==> config.mk <==
export PLATFORM = sky130hd
export DESIGN_NAME = apmux_top
export DESIGN_NICKNAME = d
export VERILOG_FILES = /design/src/hw/apmux_pin_sel.v /design/src/hw/apmux_sync.v /design/src/hw/apmux_top.v
export VERILOG_INCLUDE_DIRS = /design/src /design/src/common
export SDC_FILE = /design/constraint.sdc
export NUM_CORES = 1
export LEC_CHECK = 0
export BUFFER_PORTS_ARGS = -buffer_cell sky130_fd_sc_hd__buf_2
export CAP_MARGIN = 5
export CORE_MARGIN = 10
export CORE_UTILIZATION = 51
export DETAILED_ROUTE_END_ITERATION = 12
export MAX_ROUTING_LAYER = met4
export PLACE_DENSITY = 0.8
export SETUP_SLACK_MARGIN = 0.3
export SLEW_MARGIN = 5
export SYNTH_ARGS = -nofsm -noshare
export SYNTH_HDL_FRONTEND = slang
export SYNTH_SLANG_ARGS = --single-unit
==> constraint.sdc <==
create_clock -name mclk -period 5.4 [get_ports mclk]
set_clock_uncertainty 0.05 [all_clocks]
set_input_delay 0.54 -clock mclk [delete_from_list [all_inputs] [get_ports mclk]]
set_output_delay 0.54 -clock mclk [all_outputs]
set_load 0.02 [all_outputs]
==> src/common/apmux_consts.vh <==
`ifndef APMUX_CONSTS_VH
`define APMUX_CONSTS_VH

// number of shared pins handled by the mux
`define APMUX_NPINS 15

// pin slot indices
`define APMUX_PIN_P3B1 0
`define APMUX_PIN_P3B2 1
`define APMUX_PIN_P3B5 4
`define APMUX_PIN_P3B6 5
`define APMUX_PIN_P3B7 6
`define APMUX_PIN_P4B0 7
`define APMUX_PIN_P4B1 8
`define APMUX_PIN_P4B2 9
`define APMUX_PIN_P4B3 10
`define APMUX_PIN_PW0 11
`define APMUX_PIN_P4B5 12
`define APMUX_PIN_P4B6 13
`define APMUX_PIN_P4B7 14

// register byte offsets
`define APMUX_OFS_MODE 8'h00
`define APMUX_OFS_PERIPH 8'h04
`define APMUX_OFS_PDATA 8'h08
`define APMUX_OFS_PDIR 8'h0C
`define APMUX_OFS_LEVEL 8'h10
`define APMUX_OFS_DRIVE 8'h14

// mode register fields
`define APMUX_MODE_EXTBUS 0
`define APMUX_MODE_MIDADR 1
`define APMUX_MODE_UPPADR 2
`define APMUX_MODE_W 3

// peripheral enable register fields
`define APMUX_PE_PGEN 0
`define APMUX_PE_RTM_LO 1
`define APMUX_PE_RTM_HI 4
`define APMUX_PE_SCKA 5
`define APMUX_PE_SCKB 6
`define APMUX_PE_SODA 7
`define APMUX_PE_SODB 8
`define APMUX_PE_RXA 9
`define APMUX_PE_RXB 10
`define APMUX_PE_EXTCLK 11
`define APMUX_PE_PWO_LO 12
`define APMUX_PE_PWO_HI 15
`define APMUX_PE_PWI_LO 16
`define APMUX_PE_PWI_HI 19
`define APMUX_PE_W 20

// reset values
`define APMUX_RST_MODE 3'h0
`define APMUX_RST_PERIPH 20'h00000
`define APMUX_RST_PINS 15'h0000
// pulse-width slot has no port bit behind it
`define APMUX_PORT_MASK 15'h77FF
// receiver slots idle high through the synchroniser
`define APMUX_SYNC_INIT 15'h0240

`endif

==> src/hw/apmux_pin_sel.v <==
`timescale 1ns/1ps
module apmux_pin_sel (
  input wire per_en,
  input wire per_val,
  input wire adr_en,
  input wire adr_val,
  input wire port_dir,
  input wire port_val,
  input wire susp,
  output reg drv,
  output reg val
);
  // peripheral over address over port; a receiving input holds off
  // the address drive, the port drives only when deliberately set out
  always @* begin
    drv = 1'b0;
    val = 1'b0;
    if (per_en) begin
      drv = 1'b1;
      val = per_val;
    end else if (adr_en) begin
      drv = ~susp;
      val = adr_val;
    end else if (port_dir) begin
      drv = 1'b1;
      val = port_val;
    end
  end
endmodule

==> src/hw/apmux_sync.v <==
`timescale 1ns/1ps
module apmux_sync #(
  parameter W = 15,
  parameter [W-1:0] INIT = {W{1'b0}}
) (
  input wire mclk,
  input wire rst,
  input wire [W-1:0] d,
  output wire [W-1:0] q
);
  reg [W-1:0] meta_r;
  reg [W-1:0] sync_r;

  // two-stage synchroniser, first stage feeds only the second
  always @(posedge mclk or posedge rst) begin
    if (rst) begin
      meta_r <= INIT;
      sync_r <= INIT;
    end else begin
      meta_r <= d;
      sync_r <= meta_r;
    end
  end

  assign q = sync_r;
endmodule

==> src/hw/apmux_top.v <==
`timescale 1ns/1ps
`include "apmux_consts.vh"

// What this block does
// - port3_bit1 is a port in single-chip or port mode, pulse generator off
// - external bus with middle address on drives address bit nine there
// - pulse generator output drives its pin whenever enabled
// - port3 bits two to five are ports unless their timer output or middle address mode is on
// - middle address mode drives address bits ten to thirteen
// - each reload timer channel output drives its pin when enabled
// - address bit fourteen only when clock output off; clock wins
// - clock pin a outputs clock, or feeds external clock when input
// - address bit sixteen only in upper address mode, tx a off
// - tx a data overrides port and address on its pin
// - address bit seventeen only when clock output off
// - clock pin b outputs clock, or feeds external clock when input
// - tx b drives its pin; address nineteen only when tx b off
// - upper address mode drives address bits 21 to 23 on port4 bits 5-7
// - pulse-width channel zero outputs in output mode, others off in input
// - pulse-width channels one to three likewise; input mode suspends the address drive, not the port
module apmux_top (
  input wire mclk,
  input wire rst,
  input wire hsel,
  input wire [31:0] haddr,
  input wire [1:0] htrans,
  input wire hwrite,
  input wire [2:0] hsize,
  input wire [31:0] hwdata,
  input wire hready,
  output wire hreadyout,
  output wire hresp,
  output reg [31:0] hrdata,
  input wire [23:0] ext_addr_in,
  input wire pulse_gen_out,
  input wire [3:0] reload_timer_group1_outs,
  input wire serial2_clock_out,
  input wire serial2_tx_data,
  input wire pulse_width_out_ch0,
  input wire pulse_width_out_ch1,
  input wire pulse_width_out_ch2,
  input wire pulse_width_out_ch3,
  output reg serial2_ext_clk_a,
  output reg serial2_ext_clk_b,
  output reg serial2_rx_pin_a,
  output reg serial2_rx_pin_b,
  output reg pulse_width_in_ch0,
  output reg pulse_width_in_ch1,
  output reg pulse_width_in_ch2,
  output reg pulse_width_in_ch3,
  input wire [14:0] pin_in,
  output reg [14:0] pin_out,
  output reg [14:0] pin_oe_n
);
  localparam N = `APMUX_NPINS;

  // software registers and the pending write
  reg [`APMUX_MODE_W-1:0] mode_r;
  reg [`APMUX_PE_W-1:0] periph_r;
  reg [N-1:0] pdata_r;
  reg [N-1:0] pdir_r;
  reg wr_pend_r;
  reg [7:0] wr_ofs_r;

  // pin path: synchronised levels and selector results
  wire [N-1:0] pin_sync;
  wire [N-1:0] drv_w;
  wire [N-1:0] val_w;
  // per-pin requests from the function decode
  reg [N-1:0] per_en;
  reg [N-1:0] per_val;
  reg [N-1:0] adr_en;
  reg [N-1:0] adr_val;
  reg [N-1:0] susp;

  // decoded mode and enable fields
  wire ext_bus = mode_r[`APMUX_MODE_EXTBUS];
  wire mid_on = ext_bus & mode_r[`APMUX_MODE_MIDADR];
  wire upp_on = ext_bus & mode_r[`APMUX_MODE_UPPADR];
  wire [3:0] rtm_en = periph_r[`APMUX_PE_RTM_HI:`APMUX_PE_RTM_LO];
  wire [3:0] pwo_en = periph_r[`APMUX_PE_PWO_HI:`APMUX_PE_PWO_LO];
  wire [3:0] pwi_en = periph_r[`APMUX_PE_PWI_HI:`APMUX_PE_PWI_LO];
  wire sck_a_en = periph_r[`APMUX_PE_SCKA];
  wire sck_b_en = periph_r[`APMUX_PE_SCKB];
  wire sod_a_en = periph_r[`APMUX_PE_SODA];
  wire sod_b_en = periph_r[`APMUX_PE_SODB];
  wire ext_clk_mode = periph_r[`APMUX_PE_EXTCLK];
  wire [3:0] pw_out = {pulse_width_out_ch3, pulse_width_out_ch2,
                       pulse_width_out_ch1, pulse_width_out_ch0};

  // zero-wait slave, always okay
  assign hreadyout = 1'b1;
  assign hresp = 1'b0;

  wire addr_phase = hsel & hready & htrans[1];

  // register window is the low 256 bytes
  function in_range;
    input [31:0] adr;
    begin
      in_range = (adr[31:8] == 24'h000000);
    end
  endfunction

  // read mux, decoded in the address phase
  // status words show the pins as synchronised and as driven
  function [31:0] reg_read;
    input [7:0] ofs;
    begin
      if (ofs == `APMUX_OFS_MODE) begin
        reg_read = {29'h00000000, mode_r};
      end else if (ofs == `APMUX_OFS_PERIPH) begin
        reg_read = {12'h000, periph_r};
      end else if (ofs == `APMUX_OFS_PDATA) begin
        reg_read = {17'h00000, pdata_r};
      end else if (ofs == `APMUX_OFS_PDIR) begin
        reg_read = {17'h00000, pdir_r};
      end else if (ofs == `APMUX_OFS_LEVEL) begin
        reg_read = {17'h00000, pin_sync};
      end else if (ofs == `APMUX_OFS_DRIVE) begin
        reg_read = {17'h00000, ~pin_oe_n};
      end else begin
        reg_read = 32'h00000000;
      end
    end
  endfunction

  // address phase capture and read data register
  // read data is taken at the address edge so it stands through the data phase
  always @(posedge mclk or posedge rst) begin
    if (rst) begin
      wr_pend_r <= 1'b0;
      wr_ofs_r <= 8'h00;
      hrdata <= 32'h00000000;
    end else if (hready) begin
      wr_pend_r <= addr_phase & hwrite & in_range(haddr);
      wr_ofs_r <= {haddr[7:2], 2'b00};
      if (addr_phase & ~hwrite & in_range(haddr)) begin
        hrdata <= reg_read({haddr[7:2], 2'b00});
      end else if (addr_phase & ~hwrite) begin
        hrdata <= 32'h00000000; // outside the window reads zero
      end
    end
  end

  // register writes in the data phase; status registers ignore writes
  always @(posedge mclk or posedge rst) begin
    if (rst) begin
      mode_r <= `APMUX_RST_MODE;
      periph_r <= `APMUX_RST_PERIPH;
      pdata_r <= `APMUX_RST_PINS;
      pdir_r <= `APMUX_RST_PINS;
    end else if (wr_pend_r) begin
      if (wr_ofs_r == `APMUX_OFS_MODE) begin
        mode_r <= hwdata[`APMUX_MODE_W-1:0];
      end else if (wr_ofs_r == `APMUX_OFS_PERIPH) begin
        periph_r <= hwdata[`APMUX_PE_W-1:0];
      end else if (wr_ofs_r == `APMUX_OFS_PDATA) begin
        pdata_r <= hwdata[N-1:0] & `APMUX_PORT_MASK;
      end else if (wr_ofs_r == `APMUX_OFS_PDIR) begin
        pdir_r <= hwdata[N-1:0] & `APMUX_PORT_MASK;
      end
    end
  end

  // pin levels enter through the synchroniser
  // receiver slots start high so reset never fakes a start bit
  apmux_sync #(
    .W(N),
    .INIT(`APMUX_SYNC_INIT)
  ) u_sync (
    .mclk(mclk),
    .rst(rst),
    .d(pin_in),
    .q(pin_sync)
  );

  // per-pin function requests
  always @* begin
    // nothing requested unless a mode or enable asks
    per_en = {N{1'b0}};
    per_val = {N{1'b0}};
    adr_en = {N{1'b0}};
    adr_val = {N{1'b0}};
    susp = {N{1'b0}};
    // port3_bit1 slot
    per_en[`APMUX_PIN_P3B1] = periph_r[`APMUX_PE_PGEN];
    per_val[`APMUX_PIN_P3B1] = pulse_gen_out;
    adr_en[`APMUX_PIN_P3B1] = mid_on;
    adr_val[`APMUX_PIN_P3B1] = ext_addr_in[9];
    // port3_bits2_5 slots
    per_en[`APMUX_PIN_P3B5:`APMUX_PIN_P3B2] = rtm_en;
    per_val[`APMUX_PIN_P3B5:`APMUX_PIN_P3B2] = reload_timer_group1_outs;
    adr_en[`APMUX_PIN_P3B5:`APMUX_PIN_P3B2] = {4{mid_on}};
    adr_val[`APMUX_PIN_P3B5:`APMUX_PIN_P3B2] = ext_addr_in[13:10];
    // port3_bit6 slot, clock pin a
    per_en[`APMUX_PIN_P3B6] = sck_a_en;
    per_val[`APMUX_PIN_P3B6] = serial2_clock_out;
    adr_en[`APMUX_PIN_P3B6] = mid_on;
    adr_val[`APMUX_PIN_P3B6] = ext_addr_in[14];
    // port3_bit7 slot, receiver pin a
    adr_en[`APMUX_PIN_P3B7] = mid_on;
    adr_val[`APMUX_PIN_P3B7] = ext_addr_in[15];
    susp[`APMUX_PIN_P3B7] = periph_r[`APMUX_PE_RXA];
    // port4_bit0 slot, tx pin a
    per_en[`APMUX_PIN_P4B0] = sod_a_en;
    per_val[`APMUX_PIN_P4B0] = serial2_tx_data;
    adr_en[`APMUX_PIN_P4B0] = upp_on;
    adr_val[`APMUX_PIN_P4B0] = ext_addr_in[16];
    // port4_bit1 slot, clock pin b
    per_en[`APMUX_PIN_P4B1] = sck_b_en;
    per_val[`APMUX_PIN_P4B1] = serial2_clock_out;
    adr_en[`APMUX_PIN_P4B1] = upp_on;
    adr_val[`APMUX_PIN_P4B1] = ext_addr_in[17];
    // port4_bit2 slot, receiver pin b
    adr_en[`APMUX_PIN_P4B2] = upp_on;
    adr_val[`APMUX_PIN_P4B2] = ext_addr_in[18];
    susp[`APMUX_PIN_P4B2] = periph_r[`APMUX_PE_RXB];
    // port4_bit3 slot, tx pin b
    per_en[`APMUX_PIN_P4B3] = sod_b_en;
    per_val[`APMUX_PIN_P4B3] = serial2_tx_data;
    adr_en[`APMUX_PIN_P4B3] = upp_on;
    adr_val[`APMUX_PIN_P4B3] = ext_addr_in[19];
    // pulse-width channel zero, no port or address behind it
    per_en[`APMUX_PIN_PW0] = pwo_en[0] & ~pwi_en[0];
    per_val[`APMUX_PIN_PW0] = pw_out[0];
    // port4_bits5_7 slots with pulse-width channels one to three
    per_en[`APMUX_PIN_P4B7:`APMUX_PIN_P4B5] = pwo_en[3:1] & ~pwi_en[3:1];
    per_val[`APMUX_PIN_P4B7:`APMUX_PIN_P4B5] = pw_out[3:1];
    adr_en[`APMUX_PIN_P4B7:`APMUX_PIN_P4B5] = {3{upp_on}};
    adr_val[`APMUX_PIN_P4B7:`APMUX_PIN_P4B5] = ext_addr_in[23:21];
    susp[`APMUX_PIN_P4B7:`APMUX_PIN_P4B5] = pwi_en[3:1];
  end

  // one priority selector per pin
  genvar gi;
  generate
    for (gi = 0; gi < N; gi = gi + 1) begin : g_pin
      apmux_pin_sel u_sel (
        .per_en(per_en[gi]),
        .per_val(per_val[gi]),
        .adr_en(adr_en[gi]),
        .adr_val(adr_val[gi]),
        .port_dir(pdir_r[gi]),
        .port_val(pdata_r[gi]),
        .susp(susp[gi]),
        .drv(drv_w[gi]),
        .val(val_w[gi])
      );
    end
  endgenerate

  // registered pin drive, released during reset
  // the register keeps selector glitches off the pins
  always @(posedge mclk or posedge rst) begin
    if (rst) begin
      pin_out <= {N{1'b0}};
      pin_oe_n <= {N{1'b1}};
    end else begin
      pin_out <= val_w;
      pin_oe_n <= ~drv_w;
    end
  end

  // external clock reaches the channel only from an input-mode pin
  function ext_clk_pick;
    input mode_on;
    input out_en;
    input dir_out;
    input lvl;
    begin
      ext_clk_pick = mode_on & ~out_en & ~dir_out & lvl;
    end
  endfunction

  // inputs handed to the peripherals from synchronised pins
  always @(posedge mclk or posedge rst) begin
    if (rst) begin
      serial2_ext_clk_a <= 1'b0;
      serial2_ext_clk_b <= 1'b0;
      serial2_rx_pin_a <= 1'b1;
      serial2_rx_pin_b <= 1'b1;
      pulse_width_in_ch0 <= 1'b0;
      pulse_width_in_ch1 <= 1'b0;
      pulse_width_in_ch2 <= 1'b0;
      pulse_width_in_ch3 <= 1'b0;
    end else begin
      serial2_ext_clk_a <= ext_clk_pick(ext_clk_mode, sck_a_en, pdir_r[`APMUX_PIN_P3B6],
                                        pin_sync[`APMUX_PIN_P3B6]);
      serial2_ext_clk_b <= ext_clk_pick(ext_clk_mode, sck_b_en, pdir_r[`APMUX_PIN_P4B1],
                                        pin_sync[`APMUX_PIN_P4B1]);
      serial2_rx_pin_a <= pin_sync[`APMUX_PIN_P3B7];
      serial2_rx_pin_b <= pin_sync[`APMUX_PIN_P4B2];
      pulse_width_in_ch0 <= pin_sync[`APMUX_PIN_PW0];
      pulse_width_in_ch1 <= pin_sync[`APMUX_PIN_P4B5];
      pulse_width_in_ch2 <= pin_sync[`APMUX_PIN_P4B6];
      pulse_width_in_ch3 <= pin_sync[`APMUX_PIN_P4B7];
    end
  end
endmodule

# Word level (Yosys, flattened, before mapping)

Index checks and enable logic that the tools add are counted.

Bits in registers: 158
Output and inout bits: 72

Equality and inequality tests: 8
Muxes and demuxes: 90
Bitwise operators: 33
Reduce and logical (&&, ||, !) cells: 9

Operators with widths:

| operator                                                         | number |
|---|---|
| 1-bit 2-to-1 mux                                                 | 82 |
| 32-bit 2-to-1 mux                                                | 2 |
| 15-bit 2-to-1 mux                                                | 4 |
| 20-bit 2-to-1 mux                                                | 2 |
| 15-bit NOT                                                       | 2 |
| 6-bit by 2-bit == test with 1-bit output (second input constant) | 4 |
| 24-bit zero test                                                 | 1 |
| 1-bit bitwise AND                                                | 15 |
| 1-bit NOT                                                        | 14 |
| 6-bit by 1-bit == test with 1-bit output (second input constant) | 2 |
| 6-bit by 3-bit == test with 1-bit output (second input constant) | 2 |
| 8-bit zero test                                                  | 1 |
| 6-bit zero test                                                  | 1 |
| 5-bit AND reduction                                              | 1 |
| 2-bit AND reduction                                              | 2 |
| 4-bit AND reduction                                              | 1 |
| 3-bit bitwise AND                                                | 1 |
| 3-bit NOT                                                        | 1 |
| 3-bit AND reduction                                              | 1 |
| 2-bit nonzero test                                               | 1 |

# Logic depth before layout (Yosys ltp)

Depth in word-level cells: 8
Gate-level depth with buffers: 7

# Hierarchy

Synthesis repeated with hierarchy kept, for this count alone.

Cell total of the unflattened synthesis: 534
Area, all modules: 6342.3 um^2

Modules (own cells, without submodules):

| module        | times used | cells an instance | area each (um^2) |
|---|---|---|---|
| apmux_top     | 1          | 398               | 4963.5 |
| apmux_sync    | 1          | 31                | 759.5 |
| apmux_pin_sel | 15         | 7                 | 41.3 |

# Least setup slack after synthesis

No wires, ideal clock.

Path type: input to register
Start point: input haddr[3]
End point: register hrdata[8]
Data arrival time: 2.021 ns
Path slack: 3.247 ns
Stages: 4
Path buffers: 0
Path through: or4b_1 > or4b_1 > a311o_1 > a22oi_2

Word-level cells in the longest chain between the ends: 8
Elaborated cells between the ends (all ways): 13
Classes of those cells: eq/ne: 5; mux: 7; reduce/logical: 1

Ends and longest elaborated chain:

| what                                               | RTL line        | RTL |
|---|---|---|
| start, declared                                    | apmux_top.v:25  | `input wire [31:0] haddr,` |
| 6-bit by 3-bit == test with 1-bit output (no line) | -               |  |
| 15-bit 2-to-1 mux                                  | apmux_top.v:120 | `` end else if (ofs == `APMUX_OFS_DRIVE) begin `` |
| 15-bit 2-to-1 mux                                  | apmux_top.v:118 | `` end else if (ofs == `APMUX_OFS_LEVEL) begin `` |
| 15-bit 2-to-1 mux                                  | apmux_top.v:116 | `` end else if (ofs == `APMUX_OFS_PDIR) begin `` |
| 15-bit 2-to-1 mux                                  | apmux_top.v:114 | `` end else if (ofs == `APMUX_OFS_PDATA) begin `` |
| 20-bit 2-to-1 mux                                  | apmux_top.v:112 | `` end else if (ofs == `APMUX_OFS_PERIPH) begin `` |
| 20-bit 2-to-1 mux (*)                              | apmux_top.v:110 | `` if (ofs == `APMUX_OFS_MODE) begin `` |
| 32-bit 2-to-1 mux (*)                              | apmux_top.v:138 | `if (addr_phase & ~hwrite & in_range(haddr)) begin` |
| end signal, assigned                               | apmux_top.v:139 | `hrdata <= reg_read({haddr[7:2], 2'b00});` |
| end, declared                                      | apmux_top.v:33  | `output reg [31:0] hrdata,` |

Mark *: on every way between the ends. The rest lies on a longest branch, timed or not.
A chain may end at the register's enable or synchronous reset.

# Worst setup path in the final report

Start point: input haddr[2]
End point: register hrdata[14]

The elaborated chain is that of the path after synthesis.

==> metrics.md <==
| Metric | Value |
|---|---|
| Met3 wire length | `1300 µm` |
| Largest stage delay on the critical path | `0.81 ns` |
| Initial antenna violation count | `1` |
| Detailed Route WL | `17600 µm` |
| Post-route clock period utilization | `0.549` |
| Vias in the first global route | `5044` |
| Maximum clock rate | `338 MHz` |
| Post-synthesis register bit count | `146` |
| Most frequent cells in the layout | `153 x buf_2, 125 x dfrtp_1, 59 x mux2_2` |
| Die X | `129 µm` |
| Clk sinks | `146` |
| DR pass1 iterations | `5` |
| Syn_area_per_cell | `12.3 µm²` |
| Final Core Density | `0.647` |
| CP startpoint kind | `primary input` |
| Routed Antenna Nets | `0` |
| Fin. Hold Viols | `0` |
| Cell Pwr Density | `331 nW/µm²` |
| Syn Inst Count | `490` |
| Resize count post-CTS | `0` |
| Layout cells sized above 1 | `0.421` |
| Die Span Y | `129 µm` |
| Core box area | `11500 µm²` |
| Inst Count DP | `765` |
| Worst EP arrival | `3.23 ns` |
| Input/output buffers | `153` |
| Vias after detailed routing | `4656` |
| Hold slack | `0.169 ns` |
| Pin count of the biggest net entering global routing | `89` |
| Post-CTS Setup Bufs | `0` |
| Critical path endpoint category | `register` |
| I/O pin count | `196` |
| CTS buffer count | `17` |
| Starting DRC count in detailed routing | `371` |
| Hold Path Class | `in2reg` |
| Pins Over Slew Limit | `0` |
| Layout Cells excl Fill | `797` |
| Largest delay share family, worst path | `simple AND/OR/NAND/NOR gates` |
| Sequential share of the synthesized area | `0.611` |
| WP data required | `5.67 ns` |
| Die area | `16600 µm²` |
| Commonest non-fill, non-tap cell in the layout | `buf_2` |
| Met1 wire length | `6820 µm` |
| Std cell rows | `39` |
| Worst Tran Pin Value | `1.03 ns` |
| Slew headroom | `0.313` |
| Fillers | `874` |
| Detail Placement HPWL | `12200 µm` |
| CTS Hold Bufs | `0` |
| CTS max path bufs | `2` |
| Post-synth top flop | `dfrtp_1` |
| Post-synth EDFFs | `0` |
| Asr flop ratio synth | `1.00` |
| Final Critical Period | `2.96 ns` |
| Global Route Usage Sum | `0.218` |
| Met2 Wirelength | `8980 µm` |
| CP Buf/Inv Count | `2` |
| Critical-path cell list | `buf_2 > nand2b_1 > nor2_1 > buf_4 > a2111oi_0 > o31ai_1` |
| Wire length per cell | `22.1 µm` |
| Skew-Pair Late Insertion Delay | `0.42 ns` |
| First-pass GRT wire length | `27100 µm` |
| Residual DRC | `0` |
| Global placement routability congestion | `0.881` |
| Library cells used by synthesis | `52` |
| Yosys warning count | `0` |
| Final setup viols | `0` |
| Mapped Area | `6020 µm²` |
| Gr ovfl total | `0` |
| Worst-path maximum fanout | `28` |
| Final net count | `765` |
| Status | `finished clean` |
| Root cell of the clock tree | `clkbuf_16` |
| Worst VDD drop | `278 µV` |
| Max-Cap Viols | `0` |
| Initial core utilization | `0.525` |
| CP max stage cell | `nor2_1` |
| Clock slew seen by the registers of the worst setup and hold paths | `0.06 ns` |
| CP Class | `in2reg` |
| Area Growth Syn to Fin | `23.2%` |
| Max Used Layer | `met4` |
| Static leakage | `3.56 nW` |
| CTS tree | `yes` |
| Post-DR vias/cell | `5.84` |
| Fin Setup TNS | `0 ns` |
| H-tree depth | `4` |
| RSZ-0062 raised after global routing | `false` |
[power breakdown]
group | switching [mW] | internal (mW) | total (mW)
clock network | 0.438 | 0.683 | 1.12
logic | 0.102 | 0.0618 | 0.163
registers | 0.0274 | 1.14 | 1.17
total | 0.567 | 1.89 | 2.46
[logic make-up after synthesis]
| group | share of synthesized area |
|---|---|
| other | 0.00125 |
| muxes | 0.125 |
| DFF | 0.611 |
| buffers and inverters | 0.0376 |
| AOI/OAI and AO/OA | 0.0960 |
| and+or+nand+nor | 0.129 |
[worst register-to-register path: cells and delay by family, from the launching register on]
| family | cells | cell delay (ns) |
|---|---|---|
| buffers and inverters | 1 | 0.40 |
| DFF | 1 | 0.37 |
| muxes | 1 | 0.39 |
| and+or+nand+nor | 3 | 0.96 |
[flip-flops by register name, summed over array words and instances (netlist names), 3 cells and up]
signal and flops:
mode_r 3, u_sync.meta_r 15, wr_ofs_r 6, pin_oe_n 15, pdata_r 14, u_sync.q 15
pdir_r 14, periph_r 20, pin_out 15, hrdata 20
[cells in the mapped netlist (6+ instances only)]
| cell | instances | area, µm² |
|---|---|---|
| a2111oi_0 | 7 | 61.3 |
| dfstp_2 | 21 | 552 |
| nor2_1 | 26 | 97.6 |
| a21oi_1 | 18 | 90.1 |
| nand3_1 | 8 | 40.0 |
| nor3_1 | 34 | 170 |
| dfrtp_1 | 125 | 3130 |
| clkbuf_1 | 17 | 63.8 |
| o21ai_0 | 9 | 45.0 |
| o31ai_1 | 7 | 52.6 |
| mux2_2 | 59 | 664 |
| and3_1 | 10 | 62.6 |
| nand2b_1 | 6 | 37.5 |
| mux2i_1 | 9 | 90.1 |
| nand2_1 | 38 | 143 |
| buf_4 | 14 | 105 |
[layer usage]
layer | global-route usage | vias up
li1 | - | 2060
met3 | 0.0604 | 40
met1 | 0.244 | 2339
met5 | - | -
met4 | 0.100 | 0
met2 | 0.356 | 217
[area by class of cell]
class                           instances  area, µm²  share of cell area
Sequential cell                       146       3680               0.496
Antenna cell                            1       2.50            0.000337
Timing Repair Buffer                  158        803               0.108
Multi-Input combinational cell        313       2170               0.293
Clock inverter                         11        115              0.0155
Clock buffer                           20        447              0.0602
Tap cell                              143        179              0.0241
Inverter                                5       23.8             0.00320
[through the flow]
stage / total power [mW] / setup WS [ns] / cell area [µm²]
floorplan: 1.28 / 0.922 / 6070
global placement: 1.34 / 2.20 / 6860
detailed placement: 1.35 / 2.09 / 6860
CTS: 2.47 / 2.51 / 7420
global route: 2.54 / 2.32 / 7420
finish: 2.46 / 2.44 / 7420
[path summary, 6_finish.rpt]
| check | startpoint | end | slack (ns) | depth (start not counted) |
|---|---|---|---|---|
| worst max register to register | wr_ofs_r[5] | periph_r[5] | 3.11 | 5 |
| min in group asynchronous | rst | pdata_r[3] | 0.22 | 2 |
| worst min-delay path | pin_in[0] | u_sync.meta_r[0] | 0.17 | 1 |
| worst max-delay path | haddr[2] | hrdata[14] | 2.44 | 6 |
| worst min register to register | u_sync.meta_r[0] | u_sync.q[0] | 0.30 | 0 |
| max in group asynchronous | rst | u_sync.meta_r[4] | 3.85 | 3 |
Power figures use the tool's default switching activity.
